===== src/pbc_params.svh =====
`ifndef PBC_PARAMS_SVH
`define PBC_PARAMS_SVH

// timebase rate in MHz (100 ns period)
`define PBC_CLK_MHZ       10

// periods in microseconds; cycle counts are derived in the top module
`define PBC_DEBOUNCE_US   30000
`define PBC_INT_MIN_US    15000
`define PBC_RECOVERY_US   360000
`define PBC_BLANK_US      15000000

// number of synchroniser stages
`define PBC_SYNC_STAGES   2

`endif


===== src/pbc_pkg.sv =====
package pbc_pkg;

	// sequencer states, gray coded along the power-up path
	typedef enum logic [2:0] {
		PBC_ST_STANDBY  = 3'h0,
		PBC_ST_DEBOUNCE = 3'h1,
		PBC_ST_STARTUP  = 3'h3,
		PBC_ST_NORMAL   = 3'h2,
		PBC_ST_LPRESET  = 3'h6
	} pbc_state_t;

	// synchronised inputs, all active high
	typedef struct packed {
		logic pb_pressed;
		logic sr_pressed;
		logic hold;
		logic above_upper;
		logic below_lower;
		logic cap_fitted;
		logic delay_done;
	} pbc_in_t;

endpackage : pbc_pkg


===== src/pbc_sync.sv =====
`timescale 1ns/1ps
`include "pbc_params.svh"

module pbc_sync #(
	parameter int WIDTH = 1
) (
	// clock and reset
	input  wire logic             i_mclk,
	input  wire logic             i_rst_n,
	// data
	input  wire logic [WIDTH-1:0] i_async,
	output logic      [WIDTH-1:0] o_sync
);

	logic [WIDTH-1:0] meta_reg [`PBC_SYNC_STAGES];

	// first stage feeds only the next stage
	always_ff @(posedge i_mclk or negedge i_rst_n) begin
		if (!i_rst_n) begin
			for (int i = 0; i < `PBC_SYNC_STAGES; i++) begin
				meta_reg[i] <= '0;
			end
		end else begin
			meta_reg[0] <= i_async;
			for (int i = 1; i < `PBC_SYNC_STAGES; i++) begin
				meta_reg[i] <= meta_reg[i-1];
			end
		end
	end

	assign o_sync = meta_reg[`PBC_SYNC_STAGES-1];

endmodule : pbc_sync


===== src/pbc_timer.sv =====
`timescale 1ns/1ps

module pbc_timer #(
	parameter int LIMIT = 1
) (
	// clock and reset
	input  wire logic i_mclk,
	input  wire logic i_rst_n,
	// control
	input  wire logic i_run,
	output logic      o_done
);

	localparam int             W    = (LIMIT > 1) ? $clog2(LIMIT) : 1;
	localparam logic [W-1:0]   LAST = W'(LIMIT - 1);

	logic [W-1:0] cnt_reg;

	// clears whenever the run condition drops, saturates at the end
	always_ff @(posedge i_mclk or negedge i_rst_n) begin
		if (!i_rst_n) begin
			cnt_reg <= '0;
		end else if (!i_run) begin
			cnt_reg <= '0;
		end else if (cnt_reg != LAST) begin
			cnt_reg <= cnt_reg + 1'b1;
		end
	end

	assign o_done = i_run && (cnt_reg == LAST);

endmodule : pbc_timer


===== src/pbc_top.sv =====
`timescale 1ns/1ps
`include "pbc_params.svh"
// What this block does
// - power-up starts only after button held full debounce with supply above upper threshold.
// - supply dropping during debounce clears the count; counting restarts when supply returns.
// - debounce done asserts enable and pulls reset low for the recovery period.
// - button-held variant: hold low at button release during startup drops enable.
// - button-held variant: blanking expiry before release samples hold; low drops enable.
// - button-held variant: no status, interrupt or undervoltage monitoring before power-up completes.
// - fixed variant: hold ignored during blanking; low at blanking end drops enable.
// - fixed variant: status, interrupt, undervoltage unmonitored for the whole blanking period.
// - fixed variant startup: status answers only the first press until blanking ends.
// - debounced press holds status low minimum width, then high on release.
// - status ignores button presses while undervoltage is present.
// - normal debounced press drives interrupt low while held; high during power-up.
// - normal operation: supply below lower threshold drives interrupt low.
// - while enable stays on, every interrupt assertion lasts at least the minimum interrupt width.
// - undervoltage lasting debounce plus minimum width plus long-push delay drops enable.
// - normal operation: power-hold low drops enable.
// - reset option: both buttons held past long push asserts reset for recovery.
// - power-off option: same long push drops enable instead of reset.
// - reset option: after long-push reset, hold not high by blanking end drops enable.
// - enable off means standby: only watch for a press, reference output disabled.
// - build option selects enable polarity, active high or active low.
// - no delay capacitor fitted means zero long-push delay.
module pbc_top #(
	parameter bit HELD_VARIANT       = 1'b1,
	parameter bit LONG_PUSH_OFF      = 1'b0,
	parameter bit ENABLE_ACTIVE_HIGH = 1'b1,
	parameter int DEBOUNCE_CYC       = `PBC_DEBOUNCE_US * `PBC_CLK_MHZ,
	parameter int INT_MIN_CYC        = `PBC_INT_MIN_US * `PBC_CLK_MHZ,
	parameter int RECOVERY_CYC       = `PBC_RECOVERY_US * `PBC_CLK_MHZ,
	parameter int BLANK_CYC          = `PBC_BLANK_US * `PBC_CLK_MHZ
) (
	// clock and reset
	input  wire logic i_mclk,
	input  wire logic i_rst_n,
	// buttons and host
	input  wire logic i_power_button_n,
	input  wire logic i_second_reset_button_n,
	input  wire logic i_power_hold_in,
	// supply comparators
	input  wire logic i_supply_above_upper,
	input  wire logic i_supply_below_lower,
	// long-push delay capacitor sense
	input  wire logic i_long_push_delay_cap,
	input  wire logic i_long_push_delay_done,
	// power and reset outputs
	output logic      o_enable,
	output logic      o_reset_n,
	output logic      o_vref_en,
	// host status outputs
	output logic      o_int_n,
	output logic      o_button_status_n,
	output logic      o_supply_low_n,
	// delay capacitor charge request
	output logic      o_delay_charge
);

	localparam bit EN_ON  = ENABLE_ACTIVE_HIGH;
	localparam bit EN_OFF = !ENABLE_ACTIVE_HIGH;
	localparam int LP_CYC = DEBOUNCE_CYC + INT_MIN_CYC;

	pbc_pkg::pbc_in_t    raw;
	pbc_pkg::pbc_in_t    s;
	pbc_pkg::pbc_state_t state_reg;
	pbc_pkg::pbc_state_t state_next;

	logic pb_prev_reg;
	logic pb_fall;
	logic deb_done;
	logic blank_done;
	logic rec_done;
	logic btn_done;
	logic stat_done;
	logic int_done;
	logic lp_done;
	logic uv_done;
	logic lp_hit;
	logic uv_hit;
	logic mon;
	logic en_next;
	logic rst_trig;
	logic first_press;
	logic int_cause;

	function automatic logic is_on(input pbc_pkg::pbc_state_t st);
		is_on = (st == pbc_pkg::PBC_ST_STARTUP) || (st == pbc_pkg::PBC_ST_NORMAL) ||
			(st == pbc_pkg::PBC_ST_LPRESET);
	endfunction : is_on

	assign raw.pb_pressed  = !i_power_button_n;
	assign raw.sr_pressed  = !i_second_reset_button_n;
	assign raw.hold        = i_power_hold_in;
	assign raw.above_upper = i_supply_above_upper;
	assign raw.below_lower = i_supply_below_lower;
	assign raw.cap_fitted  = i_long_push_delay_cap;
	assign raw.delay_done  = i_long_push_delay_done;

	pbc_sync #(
		.WIDTH ($bits(pbc_pkg::pbc_in_t))
	) u_sync (
		.i_mclk  (i_mclk),
		.i_rst_n (i_rst_n),
		.i_async (raw),
		.o_sync  (s)
	);

	always_ff @(posedge i_mclk or negedge i_rst_n) begin
		if (!i_rst_n) begin
			pb_prev_reg <= 1'b0;
		end else begin
			pb_prev_reg <= s.pb_pressed;
		end
	end

	assign pb_fall = s.pb_pressed && !pb_prev_reg;
	assign mon     = (state_reg == pbc_pkg::PBC_ST_NORMAL);

	// debounce runs only while both button and supply are good
	pbc_timer #(.LIMIT(DEBOUNCE_CYC)) u_deb (
		.i_mclk  (i_mclk),
		.i_rst_n (i_rst_n),
		.i_run   ((state_reg == pbc_pkg::PBC_ST_DEBOUNCE) && s.pb_pressed && s.above_upper),
		.o_done  (deb_done)
	);

	pbc_timer #(.LIMIT(BLANK_CYC)) u_blank (
		.i_mclk  (i_mclk),
		.i_rst_n (i_rst_n),
		.i_run   ((state_reg == pbc_pkg::PBC_ST_STARTUP) || (state_reg == pbc_pkg::PBC_ST_LPRESET)),
		.o_done  (blank_done)
	);

	pbc_timer #(.LIMIT(RECOVERY_CYC)) u_rec (
		.i_mclk  (i_mclk),
		.i_rst_n (i_rst_n),
		.i_run   (!o_reset_n),
		.o_done  (rec_done)
	);

	pbc_timer #(.LIMIT(DEBOUNCE_CYC)) u_btn (
		.i_mclk  (i_mclk),
		.i_rst_n (i_rst_n),
		.i_run   (mon && s.pb_pressed && !s.below_lower),
		.o_done  (btn_done)
	);

	pbc_timer #(.LIMIT(INT_MIN_CYC)) u_stat (
		.i_mclk  (i_mclk),
		.i_rst_n (i_rst_n),
		.i_run   (!o_button_status_n),
		.o_done  (stat_done)
	);

	pbc_timer #(.LIMIT(INT_MIN_CYC)) u_int (
		.i_mclk  (i_mclk),
		.i_rst_n (i_rst_n),
		.i_run   (!o_int_n),
		.o_done  (int_done)
	);

	pbc_timer #(.LIMIT(LP_CYC)) u_lp (
		.i_mclk  (i_mclk),
		.i_rst_n (i_rst_n),
		.i_run   (mon && s.pb_pressed && s.sr_pressed),
		.o_done  (lp_done)
	);

	pbc_timer #(.LIMIT(LP_CYC)) u_uv (
		.i_mclk  (i_mclk),
		.i_rst_n (i_rst_n),
		.i_run   (mon && s.below_lower),
		.o_done  (uv_done)
	);

	// capacitor delay follows the fixed part; absent cap means no extra delay
	assign lp_hit = lp_done && (s.delay_done || !s.cap_fitted);
	assign uv_hit = uv_done && (s.delay_done || !s.cap_fitted);

	always_comb begin
		state_next = state_reg;
		unique case (state_reg)
			pbc_pkg::PBC_ST_STANDBY: begin
				if (pb_fall) state_next = pbc_pkg::PBC_ST_DEBOUNCE;
			end
			pbc_pkg::PBC_ST_DEBOUNCE: begin
				if (!s.pb_pressed) state_next = pbc_pkg::PBC_ST_STANDBY;
				else if (deb_done) state_next = pbc_pkg::PBC_ST_STARTUP;
			end
			pbc_pkg::PBC_ST_STARTUP: begin
				if (HELD_VARIANT && !s.pb_pressed) begin
					state_next = s.hold ? pbc_pkg::PBC_ST_NORMAL : pbc_pkg::PBC_ST_STANDBY;
				end else if (blank_done) begin
					state_next = s.hold ? pbc_pkg::PBC_ST_NORMAL : pbc_pkg::PBC_ST_STANDBY;
				end
			end
			pbc_pkg::PBC_ST_NORMAL: begin
				if (!s.hold || uv_hit || (lp_hit && LONG_PUSH_OFF)) begin
					state_next = pbc_pkg::PBC_ST_STANDBY;
				end else if (lp_hit) begin
					state_next = pbc_pkg::PBC_ST_LPRESET;
				end
			end
			pbc_pkg::PBC_ST_LPRESET: begin
				// hold is ignored until blanking ends, as in fixed-variant startup
				if (blank_done) begin
					state_next = s.hold ? pbc_pkg::PBC_ST_NORMAL : pbc_pkg::PBC_ST_STANDBY;
				end
			end
			default: state_next = pbc_pkg::PBC_ST_STANDBY;
		endcase
	end

	always_ff @(posedge i_mclk or negedge i_rst_n) begin
		if (!i_rst_n) begin
			state_reg <= pbc_pkg::PBC_ST_STANDBY;
		end else begin
			state_reg <= state_next;
		end
	end

	assign en_next     = is_on(state_next);
	assign rst_trig    = (state_reg == pbc_pkg::PBC_ST_DEBOUNCE && state_next == pbc_pkg::PBC_ST_STARTUP) ||
		(state_reg == pbc_pkg::PBC_ST_NORMAL && state_next == pbc_pkg::PBC_ST_LPRESET);
	assign first_press = !HELD_VARIANT && (state_reg == pbc_pkg::PBC_ST_DEBOUNCE) &&
		(state_next == pbc_pkg::PBC_ST_STARTUP);
	assign int_cause   = mon && (btn_done || s.below_lower);

	always_ff @(posedge i_mclk or negedge i_rst_n) begin
		if (!i_rst_n) begin
			o_enable  <= EN_OFF;
			o_vref_en <= 1'b0;
		end else begin
			o_enable  <= en_next ? EN_ON : EN_OFF;
			o_vref_en <= en_next;
		end
	end

	always_ff @(posedge i_mclk or negedge i_rst_n) begin
		if (!i_rst_n) begin
			o_reset_n <= 1'b1;
		end else if (!en_next) begin
			o_reset_n <= 1'b1;
		end else if (rst_trig) begin
			o_reset_n <= 1'b0;
		end else if (rec_done) begin
			o_reset_n <= 1'b1;
		end
	end

	// press set wins over the release clear
	always_ff @(posedge i_mclk or negedge i_rst_n) begin
		if (!i_rst_n) begin
			o_button_status_n <= 1'b1;
		end else if (!en_next) begin
			o_button_status_n <= 1'b1;
		end else if (btn_done || first_press) begin
			o_button_status_n <= 1'b0;
		end else if (stat_done && !s.pb_pressed) begin
			o_button_status_n <= 1'b1;
		end
	end

	// while enable stays on, interrupt cannot be released before its minimum width has run
	always_ff @(posedge i_mclk or negedge i_rst_n) begin
		if (!i_rst_n) begin
			o_int_n <= 1'b1;
		end else if (!en_next) begin
			o_int_n <= 1'b1;
		end else if (int_cause) begin
			o_int_n <= 1'b0;
		end else if (int_done) begin
			o_int_n <= 1'b1;
		end
	end

	always_ff @(posedge i_mclk or negedge i_rst_n) begin
		if (!i_rst_n) begin
			o_supply_low_n <= 1'b1;
			o_delay_charge <= 1'b0;
		end else begin
			if (!en_next && state_next != pbc_pkg::PBC_ST_DEBOUNCE) begin
				o_supply_low_n <= 1'b1;
			end else if (state_next == pbc_pkg::PBC_ST_NORMAL) begin
				o_supply_low_n <= !s.below_lower;
			end else begin
				o_supply_low_n <= s.above_upper;
			end
			o_delay_charge <= s.cap_fitted && (lp_done || uv_done);
		end
	end
endmodule : pbc_top


===== config.mk =====
export PLATFORM = sky130hd
export DESIGN_NAME = pbc_top
export DESIGN_NICKNAME = d
export VERILOG_FILES = /design/src/pbc_pkg.sv /design/src/pbc_sync.sv /design/src/pbc_timer.sv /design/src/pbc_top.sv
export VERILOG_INCLUDE_DIRS = /design/src
export SDC_FILE = /design/constraint.sdc
export NUM_CORES = 1
export LEC_CHECK = 0
export BUFFER_PORTS_ARGS = -buffer_cell sky130_fd_sc_hd__buf_4
export CORE_ASPECT_RATIO = 1.25
export CORE_UTILIZATION = 35
export CTS_BUF_LIST = sky130_fd_sc_hd__clkbuf_4
export CTS_CLUSTER_SIZE = 25
export DETAILED_ROUTE_END_ITERATION = 16
export SLEW_MARGIN = 20
export SYNTH_ARGS = -nofsm -noshare
export SYNTH_HDL_FRONTEND = slang
export SYNTH_SLANG_ARGS = --single-unit

===== constraint.sdc =====
create_clock -name i_mclk -period 3.3 [get_ports i_mclk]
set_input_delay 0.66 -clock i_mclk [delete_from_list [all_inputs] [get_ports i_mclk]]
set_output_delay 0.66 -clock i_mclk [all_outputs]
set_load 0.03 [all_outputs]

==> results.md, run 1 <==
* Run status: completed
* Slew @ Worst Pin at 0.9624 ns
* Worst Skew at 0.02497 ns
* Nets@finish at 933
* Clock sinks at between 150 and 200
* Starting Density at 0.3598
* Post-synth EDFFs at 0
* First-pass GRT wire length at 29.05 mm
* Seq/Total Area, Yosys at 0.5234
* Slew headroom at 0.3568
* Root buffer cell: clkbuf_4
* Setup violations, final at 0
* Clk Latency, worst-skew pair at 0.57 ns
* Share of flip-flops with an asynchronous set or reset at 1.000
* Crit path max fanout at 24
* Area leader, netlist: dfrtp_1
* Clock-pin transition on the worst setup and hold timing paths at 0.14 ns
* I/O pins at 16
* RSZ-0062 raised after global routing: no
* Setup bufs post-CTS at 0
* Final Cycle Share at 0.6983
* Hold Buf Count CTS at 0
* Final Core Density at 0.3912
* Via count at 6304
* Min Tclk post-route at ~2.3 ns
* Dpl hpwl at 11.03 mm
* PostCTS Resize Cnt at 0
* Layout cells sized above 1 at 0.07643
* Post-layout power at 0.003692 W
* Peak supply drop at 0.1689 mV
* Endpoint class of the critical path: output port
* Htree depth at 4
* Initial DRC count at 254
* DR pass1 iterations at 5
* Number of flip-flops in the largest register at 28
* CP top delay family: flip-flops
* Largest net degree at the start of global routing at 84
* Worst Path Arrival at 1.64 ns
* Synthesized flop and latch total at 186
* Count leader, synth: dfrtp_1
* Final ANT Viol Nets at 0
* Total CTS buffers at 17
* Mux share of post-synthesis cell area at 0.007871
* Synth-to-layout area growth at 8.742%
* Most frequent cells after synthesis: dfrtp_1 (182), nor2_1 (163), xor2_1 (87), nand2_1 (75), nand3_1 (53)
* Maximum clock insertion buffer count at 2
* Vias in the first global route at 6198
* Crit path cell chain: buf_4
* Crit start category: register
* Xor and xnor area share after synthesis at 0.1220
* Static Leak at 3.857 nW
* Synth Area in Compound Gates at 0.04779
* TritonCTS clock tree: yes
* RePlAce Congestion at 0.7445
* Ys Warns at 0
* Unique masters post-synth at 57
* Ranking of synthesized cells by area: dfrtp_1 (51%), xor2_1 (8.6%), nor2_1 (6.9%)
* GRT overflow at 0
* Max_cap viols at 0
* Tot GR Track Use at 0.1365
* Mapped Nets at 920
* CP required at 2.64 ns
* Post-Synth Adder-Cell Area at 0.01124
* Wire length per cell at 12.98 microns
* Initial antenna violation count at 1
* Hold Path Class: in2async
* Site Rows at 64
* Total Die Area at 26080 sq um
* DRC Markers at 0
* Simple-Gate Fraction of Synth Area at 0.2706
* Die height at 180.3 microns
* Peak Freq at ~430 MHz
* Largest family of logic cells by synthesized area: simple AND/OR/NAND/NOR gates
* Synthesized area per cell at 9.859 sq um
* Via/cell ratio at roughly 5
* Cell Pwr Density at 381.4 nW/um^2
* Number of buffers and inverters on the critical path at 1
* Max-slew violation count at 0
* Slowest CP cell: dfstp_2
* Main synth FF type: dfrtp_1
* DRT Wirelength at 16.35 mm
* Core ar. at 24740 sq um
* Largest stage delay, worst path at around 0.84 ns
* PortBufs at 15
* Top-area cell type share of the netlist area at 0.5116
* Synthesized instance count at ~900
* Crit Path Class: reg2out
* Die W at between 100 and 150 microns
* TNS Setup at 0 ns
* Fin. Hold Viols at 0
* Post-Syn Area at approximately 8900 sq um
[cells by family (layout without fill, tap and decap cells)]
group,after synthesis,in the layout
compound gates,71,71
xor+xnor,124,124
fa+ha+maj,8,8
buf+inv,37,63
flops,186,186
mux,7,7
other cells,0,1
simple gates,470,470
[report_power, final]
part	leakage, nW	switching (W)	total, W	internal [W]
logic	1.15	0.0000528	0.0000702	0.0000174
registers	2.55	0.00000838	0.00230	0.00229
clock network	0.157	0.000784	0.00132	0.000538
total	3.86	0.000845	0.00369	0.00285
[final cells by class]
class,instances,area (sq um)
Fill cell,2488,15060
Sequential cell,186,4659
Multi-Input combinational cell,680,4090
Tap cell,330,412.9
Clock inverter,14,170.2
Timing Repair Buffer,20,168.9
Clock buffer,18,135.1
Inverter,11,41.29
Antenna cell,1,2.502
[layer usage]
layer  global-route usage  part of all wire  vias to the layer above
met4              0.04211             0.011                        0
met1               0.1862              0.50                     3109
met3              0.02339             0.019                       14
met2               0.2192              0.47                       50
li1                     -                 -                     3131
met5                    0                 0                        -
[metrics by stage]
step	hold slack (ns)	std cells	instance area, sq um	worst slack, ns
floorplan	0.3312	903	8902	1.315
global placement	0.3333	1227	9373	1.049
detailed placement	0.3347	1227	9373	1.017
CTS	0.09984	1259	9678	0.9241
global route	0.1229	1260	9681	0.7825
finish	0.08372	1260	9681	0.9956
[cell usage in the layout (no fill, tap or decap), types with 2 or more instances in the layout]
master | netlist | final
a211oi_1 | 2 | 2
a21oi_1 | 24 | 24
a31oi_1 | 7 | 7
a41oi_1 | 2 | 2
and2_1 | 13 | 13
and3_1 | 29 | 29
and4_1 | 14 | 14
buf_4 | 1 | 18
bufinv_16 | 0 | 3
clkbuf_4 | 0 | 18
clkinv_2 | 0 | 2
clkinv_4 | 0 | 2
clkinvlp_4 | 0 | 3
dfrtp_1 | 182 | 182
dfstp_2 | 4 | 4
ha_1 | 8 | 8
inv_1 | 11 | 11
inv_6 | 0 | 3
mux2i_1 | 7 | 7
nand2_1 | 75 | 75
nand2b_1 | 4 | 4
nand3_1 | 53 | 53
nand3b_1 | 4 | 4
nand4_1 | 33 | 33
nand4b_1 | 4 | 4
nor2_1 | 163 | 163
nor2b_1 | 10 | 10
nor3_1 | 16 | 16
nor3b_1 | 3 | 3
nor4_1 | 6 | 6
nor4_2 | 5 | 5
nor4b_1 | 7 | 7
o21ai_0 | 24 | 24
o22ai_1 | 2 | 2
or3_1 | 18 | 18
or4b_1 | 2 | 2
xnor2_1 | 37 | 37
xor2_1 | 87 | 87
[worst paths after layout]
check                                endpoint                 start  slack (ns)  depth (start not counted)
hold reg to reg              u_sync.o_sync[2]    u_sync.meta_reg[9]        0.37                          0
hold / removal              u_int.cnt_reg[11]               i_rst_n        0.08                          1
setup reg to reg             u_rec.cnt_reg[4]     u_rec.cnt_reg[19]        1.01                          6
min in group i_mclk        u_sync.meta_reg[9]  i_supply_below_lower        0.20                          1
max in group asynchronous   o_button_status_n               i_rst_n        2.37                          2
setup / recovery                    o_reset_n             o_reset_n         1.0                          1
Power figures use the tool's default switching activity.
==> inputs of run 2 (changes only) <==
clock period = 2 ns   (was 3.3 ns; I/O delays follow)
==> results.md, run 2 (synthesized netlist as in run 1, its figures left out) <==
* Run status: completed
* Maximum clock insertion buffer count at 2 (unchanged)
* Final Cycle Share at 0.9593
* RePlAce Congestion at 0.7884 (+5.9%)
* Static Leak at 4.197 nW (+8.8%)
* Crit path cell chain: or4b_4 -> nor4_4 -> and2_4 -> buf_4 -> nor3_4 -> a311oi_2
* Die W at 144.6 microns (unchanged)
* Total Die Area at 26080 sq um (unchanged)
* Worst slack, placed at -0.08824 ns (-1.105 ns)
* Layout cells sized above 1 at 0.1277 (+0.05126)
* Wire length per cell at 13.06 microns (+0.65%)
* Max_cap viols at 0 (unchanged)
* TNS Setup at 0 ns (unchanged)
* Crit path max fanout at 5 (-79%)
* Worst reg2reg path startpoint: u_rec.cnt_reg[19]
* Synth-to-layout area growth at 15.10%
* Cell Pwr Density at 621.0 nW/um^2 (+63%)
* DR pass1 iterations at 4 (-1)
* First-pass GRT wire length at 30.28 mm (+4.2%)
* Seq. cell area at 4661 sq um (about the same)
* Post-layout power at 0.006363 W (+72%)
* Commonest non-fill, non-tap cell in the layout: dfrtp_1
* GRT overflow at 0 (unchanged)
* Starting Density at 0.3598 (unchanged)
* Setup violations, final at 0 (unchanged)
* Htree depth at 4 (unchanged)
* Final Worst Setup Slack at 0.08131 ns (-0.9143 ns)
* Top layer reached by signal wires: met4
* Clock-pin transition on the worst setup and hold timing paths at 0.16 ns (+0.02 ns)
* Slowest CP cell: or4b_4
* Placed instance count at 1269 (+3.4%)
* Peak Freq at 521.2 MHz
* DR WL met2 at 8.204 mm (+6.4%)
* Worst Skew at 0.02009 ns (-0.004881 ns)
* Most frequent cells in the layout: dfrtp_1 (181), nor2_1 (163), xor2_1 (87), nand2_1 (75), buf_4 (58)
* Setup bufs post-CTS at 0 (unchanged)
* DRT Wirelength at 17.11 mm (+4.6%)
* CP startpoint: u_rec.cnt_reg[19]
* Largest net degree at the start of global routing at 60 (-29%)
* Slew @ Worst Pin at 0.5055 ns (-0.4569 ns)
* Endpoint class of the critical path: register
* Nets@finish at 983 (+5.4%)
* Clock sinks at 186 (unchanged)
* WL met1 at 8.402 mm (+3.2%)
* TritonCTS clock tree: yes
* CP required at 2.50 ns (-0.14 ns)
* CP top delay family: simple AND/OR/NAND/NOR gates
* Max-slew violation count at 0 (unchanged)
* Clk Latency, worst-skew pair at 0.57 ns (about the same)
* Via count at 6496 (+3.0%)
* Site Rows at 64 (unchanged)
* I/O pins at 16 (unchanged)
* Crit Path Class: reg2reg
* Root buffer cell: clkbuf_4
* Core ar. at 24740 sq um (unchanged)
* Worst Path Arrival at 2.42 ns (+0.78 ns)
* Initial DRC count at 338 (+33%)
* Fin. Hold Viols at 0 (unchanged)
* Crit start category: register
* PortBufs at 15 (unchanged)
* Tot GR Track Use at 0.1419 (+0.005403)
* Slew headroom at 0.6599 (+0.3031)
* Dpl hpwl at 11.59 mm (+5.1%)
* Die height at 180.3 microns (unchanged)
* Vias in the first global route at 6559 (+5.8%)
* Peak supply drop at 0.2866 mV (+70%)
* RSZ-0062 raised after global routing: yes
* Multi-input gate area at 4194 sq um (+2.5%)
* Final non-filler cell total at 1310 (+4.0%)
* Largest stage delay, worst path at 0.55 ns (-0.29 ns)
* DRC Markers at 0 (unchanged)
* Via/cell ratio at 4.959 (-0.89%)
* Hold Path Class: in2async
* Met3 WL at 297 microns (-3.9%)
* Number of buffers and inverters on the critical path at 1 (unchanged)
* Initial antenna violation count at 1 (unchanged)
* Final ANT Viol Nets at 0 (unchanged)
* Fillcell total at 2440 (-1.9%)
* Min Tclk post-route at 1.919 ns
* Total CTS buffers at 17 (unchanged)
* Number of flip-flops in the largest register at 28 (unchanged)
run 2: cell types whose count changed in the layout (fill, tap and decap cells not counted), sizes merged:
cell | before | now
buf | 19 | 61
dlygate4sd3 | 0 | 8
bufinv | 3 | 5
clkbuf | 19 | 21
clkinvlp | 3 | 1
clkinv | 5 | 4
inv | 14 | 13
run 2: worst register-to-register path, cell delays in order (launching register included):
cell      delay (ns)
dfrtp_1         0.41
or4b_4          0.55
nor4_4          0.24
and2_4          0.24
buf_4           0.13
nor3_4          0.04
a311oi_2        0.24
run 2: per-layer routing:
metal  vias up  global-route usage
li1       3242                   -
met4         0             0.04379
met3        15             0.02312
met2        54              0.2312
met1      3185              0.1912
met5         -                   0
run 2: report_power, final:
group | switching [W] | total [W] | internal [W]
Sequential | 0.0000112 | 0.00379 | 0.00378
Combinational | 0.0000945 | 0.000141 | 0.0000461
Clock | 0.00127 | 0.00243 | 0.00116
Total | 0.00138 | 0.00636 | 0.00499
run 2: stage by stage:
step / instance area (sq um) / hold slack, ns / util
2_1_floorplan: 8902 / 0.1044 / -
3_3_place_gp: 9713 / 0.3323 / 0.3925
3_5_place_dp: 9713 / 0.3372 / 0.3925
4_1_cts: 10150 / 0.2612 / 0.4104
5_1_grt: 10250 / 0.3030 / 0.4141
6_report: 10250 / 0.3057 / 0.4141
run 2: repair_timing:
item                                    4_1_cts  5_1_grt
endpoints found under the hold margin        42        0
gates resized for setup                       4       18
endpoints found under the setup margin       15       23
pin swaps                                     1        4
hold buffers                                  8        0
run 2: final timing paths:
| check | depth (start not counted) | slack [ns] | to |
|---|---|---|---|
| min | 2 | 0.31 | u_rec.cnt_reg[17] |
| min in group i_mclk | 0 | 0.37 | u_sync.o_sync[1] |
| max | 6 | 0.08 | u_rec.cnt_reg[14] |
| max reg2reg | 6 | 0.08 | u_rec.cnt_reg[14] |
| min reg2reg | 0 | 0.37 | u_sync.o_sync[1] |
| max in group asynchronous | 3 | 1.02 | o_supply_low_n |
run 2: area by class of cell:
type,instances,share of cell area
clock buffer,20,0.01465
clock inverter,12,0.01905
antenna,1,0.0002442
inverter,11,0.004030
multi-input combinational,680,0.4093
sequential,186,0.4549
tap,330,0.04030
timing repair buffer,70,0.05752
